File: src/shared/bcpc_pkg.sv
// Constants, register map and state codes of the charge path controller
package bcpc_pkg;
   // Register offsets
   localparam logic [7:0] ADDR_PATH   = 8'h01;
   localparam logic [7:0] ADDR_STATUS = 8'h02;
   localparam logic [7:0] ADDR_CTRL   = 8'h03;
   localparam logic [7:0] ADDR_OPT    = 8'h04;
   localparam logic [7:0] ADDR_LIMIT  = 8'h05;
   // Field positions
   localparam int PATH_MAINS_DRAIN = 7;
   localparam int PATH_BUS_DRAIN   = 6;
   localparam int CTRL_ENABLE      = 0;
   localparam int CTRL_SAFETY_CLK  = 1;
   localparam int CTRL_END_DISABLE = 2;
   localparam int CTRL_RESTART     = 3;
   localparam int CTRL_FAST_TIME   = 4;
   localparam int OPT_SLOWDOWN     = 0;
   localparam int LIM_END_CURRENT  = 0;
   localparam int LIM_PRE_TIME     = 2;
   localparam int LIM_TEMP_WINDOW  = 4;
   localparam int LIM_FAST_CURRENT = 6;
   localparam int STAT_DONE        = 0;
   localparam int STAT_FAST_TOUT   = 1;
   localparam int STAT_PRE_TOUT    = 2;
   localparam int STAT_TEMP_ERR    = 3;
   localparam int STAT_PHASE       = 4;
   // Reset values
   localparam logic [7:0] PATH_RST  = 8'h00;
   localparam logic [7:0] CTRL_RST  = 8'h03;
   localparam logic [7:0] OPT_RST   = 8'h01;
   localparam logic [7:0] LIMIT_RST = 8'h01;
   // End current codes: 0 = 2.5 %, 1 = 7.5 % (default)
   localparam logic [1:0] END_CODE_LOWEST = 2'h0;
   localparam logic [1:0] END_CODE_7P5    = 2'h1;
   // Timing
   localparam int CLK_HZ      = 200000000;
   localparam int TICK_S      = 1;
   localparam int TICK_CYC    = TICK_S * CLK_HZ;
   localparam int DET_MS      = 250;
   localparam int DET_CYC     = DET_MS * (CLK_HZ / 1000);
   localparam int PRE_TIME_S  = 1800;
   localparam int FAST_TIME_S = 3600;
   localparam int PRE_TICKS   = PRE_TIME_S / TICK_S;
   localparam int FAST_TICKS  = FAST_TIME_S / TICK_S;
   // Input source selection
   typedef enum logic [2:0]
   {
      SRC_NONE = 3'h1,
      SRC_MAINS = 3'h2,
      SRC_BUS = 3'h4
   } bcpc_src_e;
   // Charge sequencer
   typedef enum logic [9:0]
   {
      CH_IDLE     = 10'h001,
      CH_SHORTCHK = 10'h002,
      CH_PRE      = 10'h004,
      CH_FAST     = 10'h008,
      CH_CV       = 10'h010,
      CH_DONE     = 10'h020,
      CH_DETECT   = 10'h040,
      CH_INS_SRC  = 10'h080,
      CH_INS_SINK = 10'h100,
      CH_FAULT    = 10'h200
   } bcpc_chg_e;
endpackage

File: src/verilog/bcpc_charge_path.sv
// Input path selection, drain sinks, charge sequencer and safety timers
// Operation
// RULE1: Shorted or absent battery: input valid once above 4.3 V.
// RULE2: Both inputs valid: draw from mains, not from bus input.
// RULE3: Shorted battery, both present: switch to bus input when mains below 4.1 V.
// RULE4: Dead battery: once mains selected, no fall back below 4.1 V.
// RULE5: Good battery: present at 190 mV above battery, absent under 125 mV.
// RULE6: No input or path blocked: battery feeds the system rail.
// RULE7: Drain sink on an input when other valid and this one undetected.
// RULE8: Both drain fields set forces both sinks off; mixed settings discouraged.
// RULE9: On enable, test current first; charge only above short threshold.
// RULE10: Precharge, then fast charge above threshold, then constant voltage.
// RULE11: Precharge current fixed at ten percent of fast current.
// RULE12: End current reached in constant voltage: set done, charger off.
// RULE13: Two-bit end current select, default 7.5 percent; avoid 2.5 percent.
// RULE14: Loop-reduced current: timer at half rate, termination disabled.
// RULE15: Slowdown enable cleared disables half rate; enabled after reset.
// RULE16: End disable: stay in constant voltage, no detection, no timers.
// RULE17: Safety clock enable cleared disables precharge and fast timers.
// RULE18: Below recharge: sink detection current; still present restarts cycle.
// RULE19: Battery removed: alternate test pulses until found, flag temp error.
// RULE20: Precharge and fast charge timeouts are declared and flagged.
// RULE21: Input rising, restart bit or below recharge clear faults, restart.
// RULE22: Outside temperature window: suspend, hold timer, resume on return.
`timescale 1ns/100ps
module bcpc_charge_path
   import bcpc_pkg::*;
#(
   parameter int TICK_CYCLES = TICK_CYC,
   parameter int DET_CYCLES  = DET_CYC,
   parameter int PRE_LIMIT   = PRE_TICKS,
   parameter int FAST_LIMIT  = FAST_TICKS
)
(
   input  wire logic       mclk,
   input  wire logic       reset_n,
   input  wire logic       regWrite,
   input  wire logic [7:0] regAddr,
   input  wire logic [7:0] regWdata,
   output logic      [7:0] regRdata,
   input  wire logic       pathBlocked,
   input  wire logic       mainsOver4v3,
   input  wire logic       busOver4v3,
   input  wire logic       mainsUnder4v1,
   input  wire logic       mainsUnderHold,
   input  wire logic       busUnderHold,
   input  wire logic       mainsOverBat190,
   input  wire logic       mainsUnderBat125,
   input  wire logic       busOverBat190,
   input  wire logic       busUnderBat125,
   input  wire logic       batUnder1v5,
   input  wire logic       batUnderUvlo,
   input  wire logic       batOverShort,
   input  wire logic       batOverLowv,
   input  wire logic       batUnderRecharge,
   input  wire logic       batAtRegulation,
   input  wire logic       currentUnderEnd,
   input  wire logic       loadLoopActive,
   input  wire logic       thermalLoopActive,
   input  wire logic       packCold,
   input  wire logic       packOver45,
   input  wire logic       packOver60,
   output logic            mainsPathOn,
   output logic            busPathOn,
   output logic            batteryToSys,
   output logic            mainsSinkOn,
   output logic            busSinkOn,
   output logic            chargeOn,
   output logic            preCurrentOn,
   output logic            testSourceOn,
   output logic            testSinkOn,
   output logic            timerHalfRate,
   output logic      [1:0] endCurrentCode,
   output logic      [1:0] fastCurrentCode,
   output logic            chargeDone,
   output logic            fastTimeout,
   output logic            preTimeout,
   output logic            packTempError
);
   localparam int TW = $clog2(TICK_CYCLES + 1);
   localparam int DW = $clog2(DET_CYCLES + 1);
   localparam int SW = 20;

   // Filtered comparator pins
   logic [20:0] pinRaw;
   logic [20:0] pinF;
   assign pinRaw = {mainsOver4v3, busOver4v3, mainsUnder4v1, mainsUnderHold, busUnderHold,
                    mainsOverBat190, mainsUnderBat125, busOverBat190, busUnderBat125,
                    batUnder1v5, batUnderUvlo, batOverShort, batOverLowv, batUnderRecharge,
                    batAtRegulation, currentUnderEnd, loadLoopActive, thermalLoopActive,
                    packCold, packOver45, packOver60};

   bcpc_pin_filter #(.W(21)) pinSync
   (
      .mclk    (mclk),
      .reset_n (reset_n),
      .pinIn   (pinRaw),
      .pinOut  (pinF)
   );

   logic fMOver43, fBOver43, fMUnder41, fMHold, fBHold, fMOver190, fMUnder125;
   logic fBOver190, fBUnder125, fShorted, fDead, fOverShort, fOverLowv, fUnderRch;
   logic fAtReg, fUnderEnd, fLoad, fThermal, fCold, fOver45, fOver60;
   assign {fMOver43, fBOver43, fMUnder41, fMHold, fBHold, fMOver190, fMUnder125,
           fBOver190, fBUnder125, fShorted, fDead, fOverShort, fOverLowv, fUnderRch,
           fAtReg, fUnderEnd, fLoad, fThermal, fCold, fOver45, fOver60} = pinF;

   function automatic logic [3:0] phaseCode(input bcpc_chg_e s);
      phaseCode = 4'h0;
      for (int i = 0; i < 10; i++)
      begin
         if (s[i])
         begin
            phaseCode = 4'(i);
         end
      end
   endfunction

   // Register file
   logic [7:0] pathCfg, ctrlCfg, optCfg, limitCfg;
   logic [7:0] next_pathCfg, next_ctrlCfg, next_optCfg, next_limitCfg, next_regRdata;
   logic       restartReq, next_restartReq;
   bcpc_chg_e  state, next_state;

   always_comb
   begin
      next_pathCfg    = pathCfg;
      next_ctrlCfg    = ctrlCfg;
      next_optCfg     = optCfg;
      next_limitCfg   = limitCfg;
      next_restartReq = 1'b0;
      if (regWrite)
      begin
         unique case (regAddr)
            ADDR_PATH:  next_pathCfg = regWdata;
            ADDR_CTRL:
            begin
               next_ctrlCfg = regWdata & ~(8'h01 << CTRL_RESTART);
               // RULE21: restart bit
               next_restartReq = regWdata[CTRL_RESTART];
            end
            ADDR_OPT:   next_optCfg = regWdata;
            ADDR_LIMIT: next_limitCfg = regWdata;
            default:    next_pathCfg = pathCfg;
         endcase
      end
      unique case (regAddr)
         ADDR_PATH:   next_regRdata = pathCfg;
         ADDR_STATUS: next_regRdata = {phaseCode(state), packTempError, preTimeout,
                                       fastTimeout, chargeDone};
         ADDR_CTRL:   next_regRdata = ctrlCfg;
         ADDR_OPT:    next_regRdata = optCfg;
         ADDR_LIMIT:  next_regRdata = limitCfg;
         default:     next_regRdata = 8'h00;
      endcase
   end

   always_ff @(posedge mclk)
   begin
      if (!reset_n)
      begin
         pathCfg    <= PATH_RST;
         ctrlCfg    <= CTRL_RST;
         optCfg     <= OPT_RST;
         limitCfg   <= LIMIT_RST;
         restartReq <= 1'b0;
         regRdata   <= 8'h00;
      end
      else
      begin
         pathCfg    <= next_pathCfg;
         ctrlCfg    <= next_ctrlCfg;
         optCfg     <= next_optCfg;
         limitCfg   <= next_limitCfg;
         restartReq <= next_restartReq;
         regRdata   <= next_regRdata;
      end
   end

   // Input path
   bcpc_src_e src, next_src;
   logic mainsValid, busValid, next_mainsValid, next_busValid;
   logic mainsSeen, busSeen, next_mainsSinkOn, next_busSinkOn;

   always_comb
   begin
      next_mainsValid = mainsValid;
      next_busValid   = busValid;
      if (fDead)
      begin
         // RULE1: 4.3 V entry
         if (fMOver43) next_mainsValid = 1'b1;
         else if (fMHold) next_mainsValid = 1'b0;
         if (fBOver43) next_busValid = 1'b1;
         else if (fBHold) next_busValid = 1'b0;
         mainsSeen = fMOver43;
         busSeen   = fBOver43;
      end
      else
      begin
         // RULE5: battery-relative hysteresis
         if (fMOver190) next_mainsValid = 1'b1;
         else if (fMUnder125) next_mainsValid = 1'b0;
         if (fBOver190) next_busValid = 1'b1;
         else if (fBUnder125) next_busValid = 1'b0;
         mainsSeen = fMOver190;
         busSeen   = fBOver190;
      end
      // RULE6: battery feeds the rail
      if (pathBlocked || (!next_mainsValid && !next_busValid))
         next_src = SRC_NONE;
      else if (!next_busValid)
         next_src = SRC_MAINS;
      else if (!next_mainsValid)
         next_src = SRC_BUS;
      // RULE3: shorted battery falls back
      else if (fShorted && fMUnder41)
         next_src = SRC_BUS;
      // RULE4: dead battery keeps mains
      else if (fDead && fMUnder41)
         next_src = (src == SRC_MAINS) ? SRC_MAINS : SRC_BUS;
      // RULE2: mains has priority
      else
         next_src = SRC_MAINS;
      // RULE7: drain the undetected input
      next_mainsSinkOn = next_busValid && !mainsSeen;
      next_busSinkOn   = next_mainsValid && !busSeen;
      // RULE8: both fields set forces off
      if (pathCfg[PATH_MAINS_DRAIN] && pathCfg[PATH_BUS_DRAIN])
      begin
         next_mainsSinkOn = 1'b0;
         next_busSinkOn   = 1'b0;
      end
   end

   always_ff @(posedge mclk)
   begin
      if (!reset_n)
      begin
         src          <= SRC_NONE;
         mainsValid   <= 1'b0;
         busValid     <= 1'b0;
         mainsPathOn  <= 1'b0;
         busPathOn    <= 1'b0;
         batteryToSys <= 1'b1;
         mainsSinkOn  <= 1'b0;
         busSinkOn    <= 1'b0;
      end
      else
      begin
         src          <= next_src;
         mainsValid   <= next_mainsValid;
         busValid     <= next_busValid;
         mainsPathOn  <= (next_src == SRC_MAINS);
         busPathOn    <= (next_src == SRC_BUS);
         batteryToSys <= (next_src == SRC_NONE);
         mainsSinkOn  <= next_mainsSinkOn;
         busSinkOn    <= next_busSinkOn;
      end
   end

   // Charge sequencer and safety timer
   logic [TW-1:0] tickCnt, next_tickCnt;
   logic [DW-1:0] detCnt, next_detCnt;
   logic [SW-1:0] safety, next_safety;
   logic halfPhase, next_halfPhase, tick, slow, tempOut, timersOn, termOk, restart, detEnd;
   logic next_done, next_fto, next_pto, next_tempErr, active;
   logic [SW-1:0] preLim, fastLim;

   always_comb
   begin
      tick     = (tickCnt == TW'(TICK_CYCLES - 1));
      next_tickCnt = tick ? '0 : tickCnt + TW'(1);
      detEnd   = (detCnt == DW'(DET_CYCLES - 1));
      // RULE22: temperature window
      tempOut  = fCold || (limitCfg[LIM_TEMP_WINDOW] ? fOver60 : fOver45);
      // RULE17: safety clock enable
      timersOn = ctrlCfg[CTRL_SAFETY_CLK] && !ctrlCfg[CTRL_END_DISABLE];
      // RULE15: slowdown enable
      slow     = optCfg[OPT_SLOWDOWN] && (fLoad || fThermal);
      // RULE14: no termination while reduced
      termOk   = !ctrlCfg[CTRL_END_DISABLE] && !fLoad && !fThermal;
      restart  = restartReq || (next_mainsValid && !mainsValid) || (next_busValid && !busValid);
      active   = (state == CH_PRE) || (state == CH_FAST) || (state == CH_CV);
      preLim   = SW'(PRE_LIMIT) << limitCfg[LIM_PRE_TIME +: 2];
      fastLim  = SW'(FAST_LIMIT) << ctrlCfg[CTRL_FAST_TIME +: 2];
      next_halfPhase = tick ? !halfPhase : halfPhase;
      next_safety = safety;
      // RULE14: half rate stepping
      if (tick && (!slow || halfPhase) && timersOn && !tempOut && active)
         next_safety = safety + SW'(1);
      next_detCnt  = detCnt + DW'(1);
      next_state   = state;
      next_done    = chargeDone;
      next_fto     = fastTimeout;
      next_pto     = preTimeout;
      next_tempErr = packTempError;
      if (!ctrlCfg[CTRL_ENABLE])
         next_state = CH_IDLE;
      else if (restart)
      begin
         // RULE21: clear faults and restart
         next_state = CH_SHORTCHK;
         next_done  = 1'b0;
         next_fto   = 1'b0;
         next_pto   = 1'b0;
      end
      else if (!(tempOut && active))
      begin
         unique case (state)
            // RULE9: enable starts short check
            CH_IDLE: next_state = CH_SHORTCHK;
            CH_SHORTCHK:
               if (fOverShort)
               begin
                  next_state  = CH_PRE;
                  next_safety = '0;
                  next_done   = 1'b0;
               end
            CH_PRE:
               // RULE10: precharge to fast charge
               if (fOverLowv)
               begin
                  next_state  = CH_FAST;
                  next_safety = '0;
               end
               // RULE20: precharge timeout
               else if (timersOn && safety >= preLim)
               begin
                  next_state = CH_FAULT;
                  next_pto   = 1'b1;
               end
            CH_FAST:
               if (fAtReg)
                  next_state = CH_CV;
               else if (timersOn && safety >= fastLim)
               begin
                  next_state = CH_FAULT;
                  next_fto   = 1'b1;
               end
            CH_CV:
               // RULE12: end current terminates
               if (termOk && fUnderEnd)
               begin
                  next_state = CH_DONE;
                  next_done  = 1'b1;
               end
               // RULE20: fast charge timeout
               else if (timersOn && safety >= fastLim)
               begin
                  next_state = CH_FAULT;
                  next_fto   = 1'b1;
               end
            CH_DONE:
               // RULE18: recharge detection
               if (fUnderRch)
               begin
                  next_state  = CH_DETECT;
                  next_detCnt = '0;
               end
            CH_DETECT:
               if (detEnd)
               begin
                  next_detCnt = '0;
                  if (fOverLowv)
                  begin
                     next_state = CH_SHORTCHK;
                  end
                  else
                  begin
                     // RULE19: removal flags temp error
                     next_state   = CH_INS_SRC;
                     next_tempErr = 1'b1;
                  end
               end
            CH_INS_SRC:
               if (detEnd)
               begin
                  next_detCnt = '0;
                  next_state  = fUnderRch ? CH_SHORTCHK : CH_INS_SINK;
                  next_tempErr = !fUnderRch;
               end
            CH_INS_SINK:
               // RULE19: alternate test pulses
               if (detEnd)
               begin
                  next_detCnt  = '0;
                  next_state   = fOverLowv ? CH_SHORTCHK : CH_INS_SRC;
                  next_tempErr = !fOverLowv;
               end
            CH_FAULT:
               // RULE21: below recharge restarts
               if (fUnderRch)
               begin
                  next_state = CH_SHORTCHK;
                  next_fto   = 1'b0;
                  next_pto   = 1'b0;
               end
            default: next_state = CH_IDLE;
         endcase
      end
      // RULE16: end disable turns a move to done into staying in constant voltage
      if (ctrlCfg[CTRL_END_DISABLE] && next_state == CH_DONE)
         next_state = CH_CV;
   end

   always_ff @(posedge mclk)
   begin
      if (!reset_n)
      begin
         state           <= CH_IDLE;
         tickCnt         <= '0;
         detCnt          <= '0;
         safety          <= '0;
         halfPhase       <= 1'b0;
         chargeDone      <= 1'b0;
         fastTimeout     <= 1'b0;
         preTimeout      <= 1'b0;
         packTempError   <= 1'b0;
         chargeOn        <= 1'b0;
         preCurrentOn    <= 1'b0;
         testSourceOn    <= 1'b0;
         testSinkOn      <= 1'b0;
         timerHalfRate   <= 1'b0;
         endCurrentCode  <= END_CODE_7P5;
         fastCurrentCode <= 2'h0;
      end
      else
      begin
         state         <= next_state;
         tickCnt       <= next_tickCnt;
         detCnt        <= next_detCnt;
         safety        <= next_safety;
         halfPhase     <= next_halfPhase;
         chargeDone    <= next_done;
         fastTimeout   <= next_fto;
         preTimeout    <= next_pto;
         packTempError <= next_tempErr;
         // RULE22: suspend outside window
         chargeOn      <= ((next_state == CH_PRE) || (next_state == CH_FAST)
                           || (next_state == CH_CV)) && !tempOut;
         // RULE11: fixed tenth current
         preCurrentOn  <= (next_state == CH_PRE) || (next_state == CH_INS_SRC);
         testSourceOn  <= (next_state == CH_SHORTCHK) || (next_state == CH_INS_SRC);
         testSinkOn    <= (next_state == CH_DETECT) || (next_state == CH_INS_SINK);
         timerHalfRate <= slow && active;
         // RULE13: end current select
         endCurrentCode  <= limitCfg[LIM_END_CURRENT +: 2];
         fastCurrentCode <= limitCfg[LIM_FAST_CURRENT +: 2];
      end
   end
endmodule

File: src/verilog/bcpc_pin_filter.sv
// Three-stage synchroniser with agreement filter for comparator pins
`timescale 1ns/100ps
module bcpc_pin_filter
   import bcpc_pkg::*;
#(
   parameter int W = 1
)
(
   input  wire logic         mclk,
   input  wire logic         reset_n,
   input  wire logic [W-1:0] pinIn,
   output logic      [W-1:0] pinOut
);
   logic [W-1:0] stage1;
   logic [W-1:0] stage2;
   logic [W-1:0] stage3;
   logic [W-1:0] next_pinOut;

   // A bit changes once the second and third stages agree
   always_comb
   begin
      next_pinOut = (stage2 & ~(stage2 ^ stage3)) | (pinOut & (stage2 ^ stage3));
   end

   always_ff @(posedge mclk)
   begin
      if (!reset_n)
      begin
         stage1 <= '0;
         stage2 <= '0;
         stage3 <= '0;
         pinOut <= '0;
      end
      else
      begin
         stage1 <= pinIn;
         stage2 <= stage1;
         stage3 <= stage2;
         pinOut <= next_pinOut;
      end
   end
endmodule
File: config.mk
export PLATFORM = sky130hd
export DESIGN_NAME = bcpc_charge_path
export DESIGN_NICKNAME = d
export VERILOG_FILES = /design/src/shared/bcpc_pkg.sv /design/src/verilog/bcpc_charge_path.sv /design/src/verilog/bcpc_pin_filter.sv
export SDC_FILE = /design/constraint.sdc
export NUM_CORES = 1
export LEC_CHECK = 0
export BUFFER_PORTS_ARGS = -buffer_cell sky130_fd_sc_hd__buf_2
export CORE_ASPECT_RATIO = 1.2
export CORE_MARGIN = 5
export CORE_UTILIZATION = 54
export CTS_CLUSTER_SIZE = 14
export DETAILED_ROUTE_END_ITERATION = 8
export GPL_TIMING_DRIVEN = 0
export PLACE_DENSITY = 0.78
export SLEW_MARGIN = 25
export SYNTH_ARGS = -nofsm -noshare
export SYNTH_HDL_FRONTEND = slang
export SYNTH_SLANG_ARGS = --single-unit
File: constraint.sdc
create_clock -name mclk -period 2.75 [get_ports mclk]
set_clock_uncertainty 0.1 [all_clocks]
set_input_delay 0.275 -clock mclk [delete_from_list [all_inputs] [get_ports mclk]]
set_output_delay 0.275 -clock mclk [all_outputs]
set_load 0.02 [all_outputs]
==> results.md, run 1 <==
- H-Tree Depth: 1
- Post-DR wirelength/cell: 15.73 um
- Violated checks: negative setup slack
- Vias: 8549
- Commonest cells in the netlist: dfxtp_1, nor2_1, nand2_1
- Mapped Avg Cell Area: 8.753 um2
- Clock power share: 46.0%
- RSZ-0062 raised after global routing: true
- Slew Viols, Final: 0
- Worst-Margin Slew: 0.8285 ns
- Adder-Cell Fraction of Synth Area: 3.041%
- Mapped Nets: 1193
- Post-synth EDFFs: 0
- Async SR Flop Fraction: 0%
- Area grow syn2layout: 20.80%
- DP Wirelength: 16700 um
- Final hold violation count: 0
- Slew HR: 43.99%
- Share of the synthesized area in the top cell type: 46.84%
- Crit-path max FO: 5
- Count leader, synth: dfxtp_1
- Row cnt: 54
- Post-layout minimum cycle time: 2.991 ns
- Crit Path Category: reg -> reg
- Sink Count: 231
- Final WL: 23670 um
- Worst skew pair latency: 0.51 ns
- First-pass GRT wire length: 39070 um
- Post-route ant nets: 0
- Largest net degree at the start of global routing: 15
- Slowest cell on crit path: or4_4
- Tightest Hold Check Type: in -> reg
- DRC viols: 0
- Mapped cell area: 0.009873 mm2
- P_int: 5.498 mW
- Worst-path cell chain: or4_4, or4_4, o22a_1, or3_4, a41oi_2, o211ai_1, a41oi_2
- Core ar.: 0.01811 mm2
- Die width: 133.4 um
- Final worst-path cycle share: 108.8%
- First-pass detailed-route iteration total: 5
- Initial antenna violation count: 0
- TritonCTS clock tree: yes
- CP endpoint kind: register
- Max frequency: 334.3 MHz
- Root Driver: clkbuf_16
- Fraction of layout cells with a size suffix above 1: 15.22%
- Synth Register Bits: 231
- Sw frac: 21.47%
- Max IR drop VDD: 0.0004099 V
- Final setup fails: 9
- Via/cell ratio: 5.680
- Worst path required time: 3.07 ns
- Post-synthesis sequential area ratio: 46.84%
- Yosys warns: 0
- Critical Path AT: 3.31 ns
- Overflow after GRT: 0
- Initial Utilization: 54.53%
- Outcome: finished with violations
- Post-Place Cell Area: 0.01048 mm2
- P_leak: 4.730 nW
- Die height: 158.1 um
- Largest family of logic cells by synthesized area: simple AND/OR/NAND/NOR gates
- Clock buffer count from CTS: 23
- Power share of the sequential group: 49.1%
- Finished Cell Area: 0.01193 mm2
- Synth Area in Simple Gates: 27.09%
- Top FF cell, synth: dfxtp_1
- Inserted Diodes: 0
- Reg clk slew, reported paths: 0.06 ns
- Mux cell area share after synthesis: 1.850%
- Total Nets Final: 1329
- NetSw: 1.503 mW
- Crit path launch type: register
- Top Ports: 67
- Die area: 0.02110 mm2
- Synth cell types: 81
- Slowest stage delay, CP: 0.56 ns
- DRT iter0 DRCs: 577
- Compound-cell area share of the yosys netlist: 12.25%
- Post-Synth XOR/XNOR Area: 5.943%
- Max Cap Viol: 0
- Synth area leaders: dfxtp_1, and2_1, nor2_1
- Comb power frac: 4.9%
- Final Util: 65.87%
- Total GRT Usage: 22.02%
- Cell count after synthesis: 1128
- Area leader, netlist: dfxtp_1
- Pwr/cell area: 587.0 mW/mm2
- Clk buf depth: 3
- Vias in the first global route: 8243
- Setup slack after layout: -0.2409 ns
- Buffers on Ports: 65
- Placer Congestion: 0.9956
- Pre-CTS setup slack: -0.4873 ns
power groups by stage:
stage | Combinational, mW | Clock (mW) | Sequential [mW]
after floorplan | 0.167 | 0 | 3.50
after global placement | 0.268 | 0 | 3.51
after detailed placement | 0.271 | 0 | 3.51
after CTS | 0.313 | 3.29 | 3.43
after global routing | 0.374 | 3.45 | 3.44
final | 0.343 | 3.22 | 3.43
routing by layer:
| layer | wire, um | global-route usage (%) | up-vias |
|---|---|---|---|
| met5 | 0 | 0 | - |
| met2 | 11680 | 40.03 | 266 |
| met3 | 1313 | 3.147 | 70 |
| met1 | 9965 | 26.57 | 4014 |
| met4 | 717 | 8.133 | 0 |
| li1 | - | - | 4199 |
cell families after synthesis:
| kind of cell | after synthesis |
|---|---|
| AND/OR/NAND/NOR | 522 |
| flip-flops | 231 |
| AO/OA/AOI/OAI | 194 |
| buffers and inverters | 72 |
| XOR/XNOR | 67 |
| adder cells (fa/ha/maj) | 24 |
| multiplexers | 18 |
timing repair:
item | 4_1_cts | 5_1_grt
setup endpoints to repair | 65 | 73
pin swaps | 12 | 19
buffers inserted | 11 | 10
hold buffers | 30 | 0
hold endpoints to repair | 51 | 0
gates resized for setup | 27 | 38
layout by cell type, fill, tap and decap left out, types with 7 or more instances in the layout:
cell           netlist  routed
a21oi_1             73      71
and2_1              81      81
and3_1              21      21
and4_1               9       8
buf_2                1      65
buf_4                2      21
clkbuf_1            38      31
clkbuf_16            0      23
clkbuf_2             0       8
clkbuf_8             0       8
dfxtp_1            231     225
dlygate4sd3_1        0      30
ha_1                24      24
inv_1               26      26
mux2i_1             16      16
nand2_1            108     107
nand2b_1             9       9
nand3_1             59      57
nand4_1             15      15
nor2_1             133     131
nor3_1              17      15
nor4_1              15      10
nor4b_1              9       7
o21ai_0             53      49
or3_1               10      10
xnor2_1             32      32
xor2_1              35      35
worst paths after layout:
path                                      from                            to  slack [ns]  depth (start not counted)
setup reg to reg           state[8]$_SDFF_PN0_           chargeOn$_SDFF_PN0_       -0.24                          7
setup / recovery           state[8]$_SDFF_PN0_           chargeOn$_SDFF_PN0_       -0.24                          7
hold / removal                      regAddr[3]        regRdata[3]$_SDFF_PN0_        0.04                          4
hold reg to reg   pinSync.stage1[2]$_SDFF_PN0_  pinSync.stage2[2]$_SDFF_PN0_        0.33                          1
flip-flops by register name, indices dropped and copies added, names as in the netlist, 10 cells and up, named ones only:
signal,cells
detCnt,26
pinSync.stage1,21
pinSync.stage3,21
safety,20
state,10
tickCnt,28
pinSync.stage2,21
per-stage QoR:
stage / instances / hold WS (ns) / TNS (ns) / power, mW
final: 1505 / 0.03509 / -0.9493 / 7.001
after global routing: 1505 / 0.02397 / -1.408 / 7.268
after CTS: 1498 / 0.01552 / -1.019 / 7.034
after detailed placement: 1417 / 0.3177 / -15.59 / 3.779
after global placement: 1417 / 0.3156 / -15.25 / 3.773
after floorplan: 1128 / 0.2888 / 0 / 3.669
worst max-delay path: cells and delay by family (launching register included):
kind / cells / cell delay [ns]
AND/OR/NAND/NOR: 3 / 1.46
AO/OA/AOI/OAI: 4 / 0.97
flip-flops: 1 / 0.36
cell type report:
cell class | instances | area (um2)
sequential | 231 | 4642
multi-input combinational | 825 | 5141
timing repair buffer | 116 | 790.8
fill | 1522 | 6181
inverter | 27 | 101.3
clock inverter | 8 | 102.6
buffer | 40 | 171.4
tap | 224 | 280.3
clock buffer | 34 | 696.9
(Power assumes the default switching activity.)
==> inputs of run 2 (changes only) <==
CTS_BUF_LIST = sky130_fd_sc_hd__clkbuf_16   (was unset)
SYNTH_HIERARCHICAL = 1   (was unset)
==> results.md, run 2 <==
- Async SR Flop Fraction: 0% (unchanged)
- Total negative slack: 0 ns (was -0.9493 ns)
- Total GRT Usage: 21.51% (was 22.02%)
- Placed cells: 1380 (was 1417)
- Worst-Margin Slew: 0.7297 ns (was 0.8285 ns)
- Most common cell after layout, fill and taps aside: dfxtp_1 (unchanged)
- Overflow after GRT: 0 (unchanged)
- Mapped Nets: 1156 (was 1193)
- Tightest Hold Check Type: in -> reg (unchanged)
- Cell count after synthesis: 1091 (was 1128)
- Max Cap Viol: 0 (unchanged)
- Leading registers by flop count: tickCnt: 28 flops, detCnt: 26 flops (unchanged)
- Placer Congestion: 0.9445 (was 0.9956)
- Largest register FFs: 28 (unchanged)
- Clk buf depth: 3 (unchanged)
- Outcome: complete, no violations (was finished with violations)
- Slew Viols, Final: 0 (unchanged)
- Final worst-path cycle share: 97.29% (was 108.8%)
- Clock buffer count from CTS: 23 (unchanged)
- Buffers on Ports: 65 (unchanged)
- P_leak: 4.830 nW (was 4.730 nW)
- Mapped cell area: 0.009861 mm2 (was 0.009873 mm2)
- Area leader, netlist: dfxtp_1 (unchanged)
- RR Endpoint: state[5]$_SDFF_PN0_ (was chargeOn$_SDFF_PN0_)
- Post-synth EDFFs: 0 (unchanged)
- Post-DR wirelength/cell: 15.59 um (was 15.73 um)
- Slew HR: 51.35% (was 43.99%)
- Share of the synthesized area in the top cell type: 46.90% (was 46.84%)
- Synth area leaders: dfxtp_1, nor2_1, and2_1 (was dfxtp_1, and2_1, nor2_1)
- Hold EP: busValid$_SDFF_PN0_ (was regRdata[3]$_SDFF_PN0_)
- Pwr/cell area: 590.4 mW/mm2 (was 587.0 mW/mm2)
- Root Driver: clkbuf_16 (unchanged)
- Die area: 0.02107 mm2 (was 0.02110 mm2)
- Crit Path Category: reg -> reg (unchanged)
- Total Nets Final: 1288 (was 1329)
- Most frequent cells in the layout: dfxtp_1, nor2_1, nand2_1, and2_1, buf_2 (was dfxtp_1, nor2_1, nand2_1, and2_1, a21oi_1)
- Post-layout minimum cycle time: 2.676 ns (was 2.991 ns)
- Crit-path max FO: 6 (was 5)
- Vias: 8143 (was 8549)
- DRT iter0 DRCs: 574 (was 577)
- Hold Path Stages: 2 (was 4)
- Final setup fails: 0 (was 9)
- Inserted Diodes: 0 (unchanged)
- Setup slack after layout: 0.07439 ns (was -0.2409 ns)
- Largest net degree at the start of global routing: 15 (unchanged)
- TritonCTS clock tree: yes (unchanged)
- Commonest cells in the netlist: dfxtp_1, nor2_1, nand2_1 (unchanged)
- Mapped Avg Cell Area: 9.038 um2 (was 8.753 um2)
- RSZ-0062 raised after global routing: true (unchanged)
- Biggest register: tickCnt (unchanged)
- Final hold violation count: 0 (unchanged)
- Top FF cell, synth: dfxtp_1 (unchanged)
- Row cnt: 54 (unchanged)
- DP Wirelength: 16010 um (was 16700 um)
- Worst skew pair latency: 0.51 ns (about the same)
- Initial Utilization: 54.46% (was 54.53%)
- Pre-CTS setup slack: -0.1691 ns (was -0.4873 ns)
- Grt peak-use layer: met2 (unchanged)
- Post-synthesis sequential area ratio: 46.90% (was 46.84%)
- H-Tree Depth: 1 (unchanged)
- Worst path required time: 3.07 ns (about the same)
- Via/cell ratio: 5.566 (was 5.680)
- Fin cells: 1463 (was 1505)
- R2R Setup Slk: 0.07 ns (was -0.24 ns)
- Initial antenna violation count: 0 (unchanged)
- Die height: 158.0 um (was 158.1 um)
- Count leader, synth: dfxtp_1 (unchanged)
- Die width: 133.4 um (about the same)
- Yosys warns: 6 (was 0)
- Sink Count: 231 (unchanged)
- RR Startpoint: ctrlCfg[4]$_SDFFE_PN0P_ (was state[8]$_SDFF_PN0_)
- Core ar.: 0.01811 mm2 (unchanged)
- Critical Path AT: 2.99 ns (was 3.31 ns)
- R2R cell count: 11 (was 7)
- Area grow syn2layout: 19.12% (was 20.80%)
- DRC viols: 0 (unchanged)
- Post-route ant nets: 0 (unchanged)
- GR Util met2: 38.48% (was 40.03%)
- Reg clk slew, reported paths: 0.06 ns (about the same)
- Crit path launch type: register (unchanged)
- Synth cell types: 73 (was 81)
- Fillers: 1464 (was 1522)
- Max frequency: 373.7 MHz (was 334.3 MHz)
- Max IR drop VDD: 0.0004811 V (was 0.0004099 V)
- Top Ports: 67 (unchanged)
- Fraction of layout cells with a size suffix above 1: 15.25% (was 15.22%)
- PnR Total Power: 6.935 mW (was 7.001 mW)
- First-pass GRT wire length: 38060 um (was 39070 um)
- Met1 usage: 26.79% (was 26.57%)
- Final WL: 22820 um (was 23670 um)
- GR Layer Usage met3: 3.306% (was 3.147%)
- Vias in the first global route: 7841 (was 8243)
- CP endpoint kind: register (unchanged)
- HP Start: reset_n (was regAddr[3])
- First-pass detailed-route iteration total: 8 (was 5)
- Synth Register Bits: 231 (unchanged)
==> run 2: timing repair <==
item	in CTS	in global routing
hold endpoints to repair	53	0
setup buffers	4	8
hold buffers	30	0
pin swaps	2	14
endpoints found under the setup margin	9	71
gates resized for setup	8	31
==> run 2: metal layers <==
layer  part of all wire (%)  wire [um]  vias to the layer above
met5                      0          0                        -
met4                    2.5        559                        0
met3                    5.5       1259                       51
met2                     49      11200                      246
met1                     43       9793                     3804
li1                       -          -                     4042
==> run 2: stage by stage <==
step           utilization (%)  hold slack (ns)  instance area, um2
3_5_place_dp             57.80           0.3177               10470
2_1_floorplan                -           0.2888                9861
3_3_place_gp             57.80           0.3143               10470
4_1_cts                  63.85           0.1057               11560
6_report                 64.87           0.1004               11750
5_1_grt                  64.87           0.1097               11750
==> run 2: worst max-delay path, cell delays in order (launching register included) <==
cell and delay, ns:
dfxtp_1 0.36, nor2_2 0.15, inv_1 0.08, ha_1 0.28, nor2b_1 0.13, o31ai_1 0.31
a21oi_1 0.11, o21a_2 0.29, o21ai_4 0.20, nor2_1 0.08, a31o_2 0.24, a311oi_1 0.25
==> run 2: cell families after synthesis <==
| logic type | Yosys count | synth area share (%) |
|---|---|---|
| flip-flops | 231 | 46.90 |
| buffers and inverters | 73 | 3.680 |
| AO/OA/AOI/OAI | 161 | 11.32 |
| multiplexers | 27 | 2.880 |
| adder cells (fa/ha/maj) | 24 | 3.045 |
| XOR/XNOR | 67 | 5.951 |
| AND/OR/NAND/NOR | 508 | 26.23 |
==> run 2: power by group <==
group / switching [mW] / internal, mW / total (mW)
clock: 1.26 / 1.80 / 3.06
combinational: 0.235 / 0.192 / 0.427
sequential: 0.0431 / 3.40 / 3.45
total: 1.54 / 5.40 / 6.94
==> run 2: cell type report <==
cell class	instances	area, um2	share of cell area (%)
plain buffers	45	266.5	2.269
repair buffers	107	715.7	6.093
well taps	224	280.3	2.386
clock inverters	18	158.9	1.353
multi-input cells	787	5014	42.68
flip-flops and latches	231	4631	39.42
clock buffers	23	575.6	4.900
inverters	28	105.1	0.8948
==> run 2: worst max path at each step <==
| stage | start | endpoint | slack, ns | cells past startpoint |
|---|---|---|---|---|
| 4_1_cts | state[4]$_SDFF_PN0_ | safety[18]$_SDFF_PN0_ | 0.006 | 8 |
| 6_report | ctrlCfg[4]$_SDFFE_PN0P_ | state[5]$_SDFF_PN0_ | 0.07 | 11 |
| 5_1_grt | ctrlCfg[4]$_SDFFE_PN0P_ | state[5]$_SDFF_PN0_ | -0.03 | 11 |
| 3_5_place_dp | limitCfg[3]$_SDFFE_PN0P_ | preCurrentOn$_SDFF_PN0_ | -0.17 | 10 |
| 3_3_place_gp | limitCfg[3]$_SDFFE_PN0P_ | preCurrentOn$_SDFF_PN0_ | -0.16 | 10 |
| 2_1_floorplan | limitCfg[3]$_SDFFE_PN0P_ | state[5]$_SDFF_PN0_ | 0.30 | 10 |
==> inputs of run 3 (changes only) <==
ABC_AREA = 1   (was unset)
CORE_UTILIZATION = 55   (was 54)
PLACE_DENSITY = 0.79   (was 0.78)
SYNTH_HIERARCHICAL = unset   (was 1)
==> results.md, run 3 <==
- End of the critical path: detCnt[20]$_SDFF_PN0_ (was state[5]$_SDFF_PN0_)
- Overflow after GRT: 0 (unchanged)
- RR Startpoint: state[3]$_SDFF_PN0_ (was ctrlCfg[4]$_SDFFE_PN0P_)
- Worst path required time: 3.06 ns (was 3.07 ns)
- R2R cell count: 12 (was 11)
- Largest net degree at the start of global routing: 15 (unchanged)
- Post-route ant nets: 0 (unchanged)
- Crit Path Category: reg -> reg (unchanged)
- Worst-path cell chain: nor2_2, nand2_2, inv_2, nand4_1, nand3_2, a21oi_2, nand2_1, nor3_1, or2_1, buf_2, buf_4, nor2_1 (was nor2_2, inv_1, ha_1, nor2b_1, o31ai_1, a21oi_1, o21a_2, o21ai_4, nor2_1, a31o_2, a311oi_1)
- Clk buf depth: 3 (unchanged)
- Inserted Diodes: 0 (unchanged)
- Worst skew pair latency: 0.52 ns (was 0.51 ns)
- Post-DR wirelength/cell: 14.02 um (was 15.59 um)
- Worst-Margin Slew: 0.9469 ns (was 0.7297 ns)
- DP Wirelength: 18140 um (was 16010 um)
- Post-synth EDFFs: 0 (unchanged)
- RR Endpoint: detCnt[20]$_SDFF_PN0_ (was state[5]$_SDFF_PN0_)
- Cell family with most CP delay: simple AND/OR/NAND/NOR gates (was compound AO/OA/AOI/OAI gates)
- Leading registers by flop count: tickCnt: 28 flops, detCnt: 26 flops (unchanged)
- HP Start: reset_n (unchanged)
- Die height: 160.0 um (was 158.0 um)
- Die width: 135.0 um (was 133.4 um)
- Via/cell ratio: 5.220 (was 5.566)
- Area leader, netlist: dfxtp_1 (unchanged)
- DRT iter0 DRCs: 567 (was 574)
- Row cnt: 54 (unchanged)
- Count leader, synth: nand2_1 (was dfxtp_1)
- Mapped Nets: 1466 (was 1156)
- R2R Setup Slk: 0.14 ns (was 0.07 ns)
- Post-layout minimum cycle time: 2.609 ns (was 2.676 ns)
- Pre-CTS setup slack: -0.01134 ns (was -0.1691 ns)
- Fillers: 1542 (was 1464)
- Synth Register Bits: 231 (unchanged)
- Total Nets Final: 1589 (was 1288)
- Vias: 9355 (was 8143)
- Yosys warns: 0 (was 6)
- Reg clk slew, reported paths: 0.06 ns (about the same)
- Most frequent cells in the layout: nand2_1, dfxtp_1, inv_1, nor2_1, a21oi_1 (was dfxtp_1, nor2_1, nand2_1, and2_1, buf_2)
- Initial Utilization: 56.30% (was 54.46%)
- Fraction of layout cells with a size suffix above 1: 11.36% (was 15.25%)
- Slowest stage delay, CP: 0.56 ns (was 0.36 ns)
- Placer Congestion: 0.9572 (was 0.9445)
- Cell count after synthesis: 1401 (was 1091)
- Buffers on Ports: 66 (was 65)
- H-Tree Depth: 1 (unchanged)
- Commonest cells in the netlist: nand2_1, dfxtp_1, inv_1 (was dfxtp_1, nor2_1, nand2_1)
- Top FF cell, synth: dfxtp_1 (unchanged)
- Area grow syn2layout: 17.66% (was 19.12%)
- DRC viols: 0 (unchanged)
- Initial antenna violation count: 0 (unchanged)
- Crit-path max FO: 10 (was 6)
- Largest register FFs: 28 (unchanged)
- Post-synthesis sequential area ratio: 44.86% (was 46.90%)
- Final hold violation count: 0 (unchanged)
- Stages on the worst setup path: 12 (was 11)
- Setup slack after layout: 0.1409 ns (was 0.07439 ns)
- CP startpoint: state[3]$_SDFF_PN0_ (was ctrlCfg[4]$_SDFFE_PN0P_)
- Vias in the first global route: 9272 (was 7841)
- Total negative slack: 0 ns (unchanged)
- First-pass detailed-route iteration total: 7 (was 8)
- Slew Viols, Final: 0 (unchanged)
- Biggest register: tickCnt (unchanged)
- Clock buffer count from CTS: 23 (unchanged)
- Slew HR: 36.34% (was 51.35%)
- Mapped cell area: 0.01031 mm2 (was 0.009861 mm2)
- Die area: 0.02159 mm2 (was 0.02107 mm2)
- P_leak: 5.651 nW (was 4.830 nW)
- First-pass GRT wire length: 42080 um (was 38060 um)
- Sink Count: 231 (unchanged)
- Crit path launch type: register (unchanged)
- Most common cell after layout, fill and taps aside: nand2_1 (was dfxtp_1)
- Buf/Inv on CP: 3 (was 1)
- Share of the synthesized area in the top cell type: 44.86% (was 46.90%)
- Synth area leaders: dfxtp_1, nand2_1, inv_1 (was dfxtp_1, nor2_1, and2_1)
- TritonCTS clock tree: yes (unchanged)
- Final WL: 25120 um (was 22820 um)
- Max frequency: 383.3 MHz (was 373.7 MHz)
- Critical Path AT: 2.92 ns (was 2.99 ns)
- RSZ-0062 raised after global routing: false (was true)
- Tightest Hold Check Type: in -> reg (unchanged)
- Slowest cell on crit path: dfxtp_1 (unchanged)
- Max IR drop VDD: 0.0005599 V (was 0.0004811 V)
- Outcome: complete, no violations (unchanged)
- Total GRT Usage: 23.29% (was 21.51%)
- Top Ports: 67 (unchanged)
- CP endpoint kind: register (unchanged)
- Max Cap Viol: 0 (unchanged)
- Pwr/cell area: 580.4 mW/mm2 (was 590.4 mW/mm2)
- Root Driver: clkbuf_16 (unchanged)
- Core ar.: 0.01831 mm2 (was 0.01811 mm2)
- Async SR Flop Fraction: 0% (unchanged)
- Mapped Avg Cell Area: 7.358 um2 (was 9.038 um2)
- Final Util: 66.24% (was 64.87%)
- Synth cell types: 50 (was 73)
- Final worst-path cycle share: 94.88% (was 97.29%)
- Final setup fails: 0 (unchanged)
[run 3: cell types whose count changed after synthesis, sizes merged, moves of 14 or more]
| cell | previous run | this run |
|---|---|---|
| mux2i | 19 | 0 |
| o21ai | 33 | 82 |
| nand2 | 99 | 259 |
| a21oi | 48 | 83 |
| buf | 24 | 8 |
| nor3 | 9 | 53 |
| xnor2 | 22 | 7 |
| inv | 28 | 227 |
| and2 | 77 | 0 |
| o211ai | 21 | 7 |
| nor2 | 145 | 210 |
| xor2 | 45 | 30 |
[run 3: layer usage]
layer | global-route usage (%) | vias up | wire, um
li1 | - | 4749 | -
met1 | 27.30 | 4283 | 10040
met2 | 42.56 | 256 | 12940
met3 | 3.178 | 67 | 1353
met4 | 9.120 | 0 | 781
met5 | 0 | - | 0
[run 3: cell families (layout without fill, tap and decap cells)]
group / after synthesis / in the layout / synth area share, %
AOI/OAI and AO/OA: 205 / 205 / 11.01
xor gates and xnor gates: 37 / 37 / 3.144
adders and majority gates: 24 / 24 / 2.913
buffers and inverters: 254 / 393 / 9.394
DFF: 231 / 231 / 44.86
and+or+nand+nor: 650 / 650 / 28.68
[run 3: how the worst min path moves through the flow]
stage / end / slack [ns] / cells past startpoint
2_1_floorplan: pinSync.stage1[0]$_SDFF_PN0_ / 0.27 / 2
3_3_place_gp: pinSync.stage2[12]$_SDFF_PN0_ / 0.29 / 2
3_5_place_dp: pinSync.stage2[10]$_SDFF_PN0_ / 0.30 / 2
4_1_cts: mainsValid$_SDFF_PN0_ / 0.1 / 3
5_1_grt: mainsValid$_SDFF_PN0_ / 0.13 / 3
6_report: mainsValid$_SDFF_PN0_ / 0.11 / 3
[run 3: where the power goes]
group / switching [mW] / total, mW / internal, mW
Clock: 1.31 / 3.31 / 2.00
Sequential: 0.0297 / 3.43 / 3.40
Combinational: 0.191 / 0.305 / 0.114
[run 3: through the flow]
stage          power (mW)  hold WS (ns)  instances  cell area, um2
6_report            7.040        0.1111       1792           12130
2_1_floorplan       3.663        0.2726       1401           10310
4_1_cts             7.091       0.09718       1790           12060
3_3_place_gp        3.761        0.2935       1719           10950
3_5_place_dp        3.767        0.2967       1719           10950
5_1_grt             7.291        0.1257       1792           12130
[run 3: worst reg2reg max path: cells and delay by family, from the launching register on]
kind,cells,cell delay [ns]
buffers and inverters,3,0.44
DFF,1,0.56
AOI/OAI and AO/OA,1,0.24
and+or+nand+nor,8,1.18
[run 3: cell type report]
cell class / count / area (um2) / area share, %
plain buffers: 27 / 115.1 / 0.9490
clock buffers: 23 / 575.6 / 4.745
clock inverters: 18 / 224.0 / 1.847
inverters: 227 / 854.6 / 7.046
multi-input cells: 916 / 4767 / 39.30
flip-flops and latches: 231 / 4632 / 38.19
well taps: 252 / 315.3 / 2.600
repair buffers: 98 / 645.6 / 5.323
[run 3: timing repair]
| item | in CTS | in global routing |
|---|---|---|
| hold buffers | 30 | 0 |
| buffers inserted | 0 | 2 |
| pin swaps | 0 | 2 |
| resized for setup | 2 | 20 |
| endpoints found under the hold margin | 53 | 0 |
| endpoints found under the setup margin | 3 | 47 |
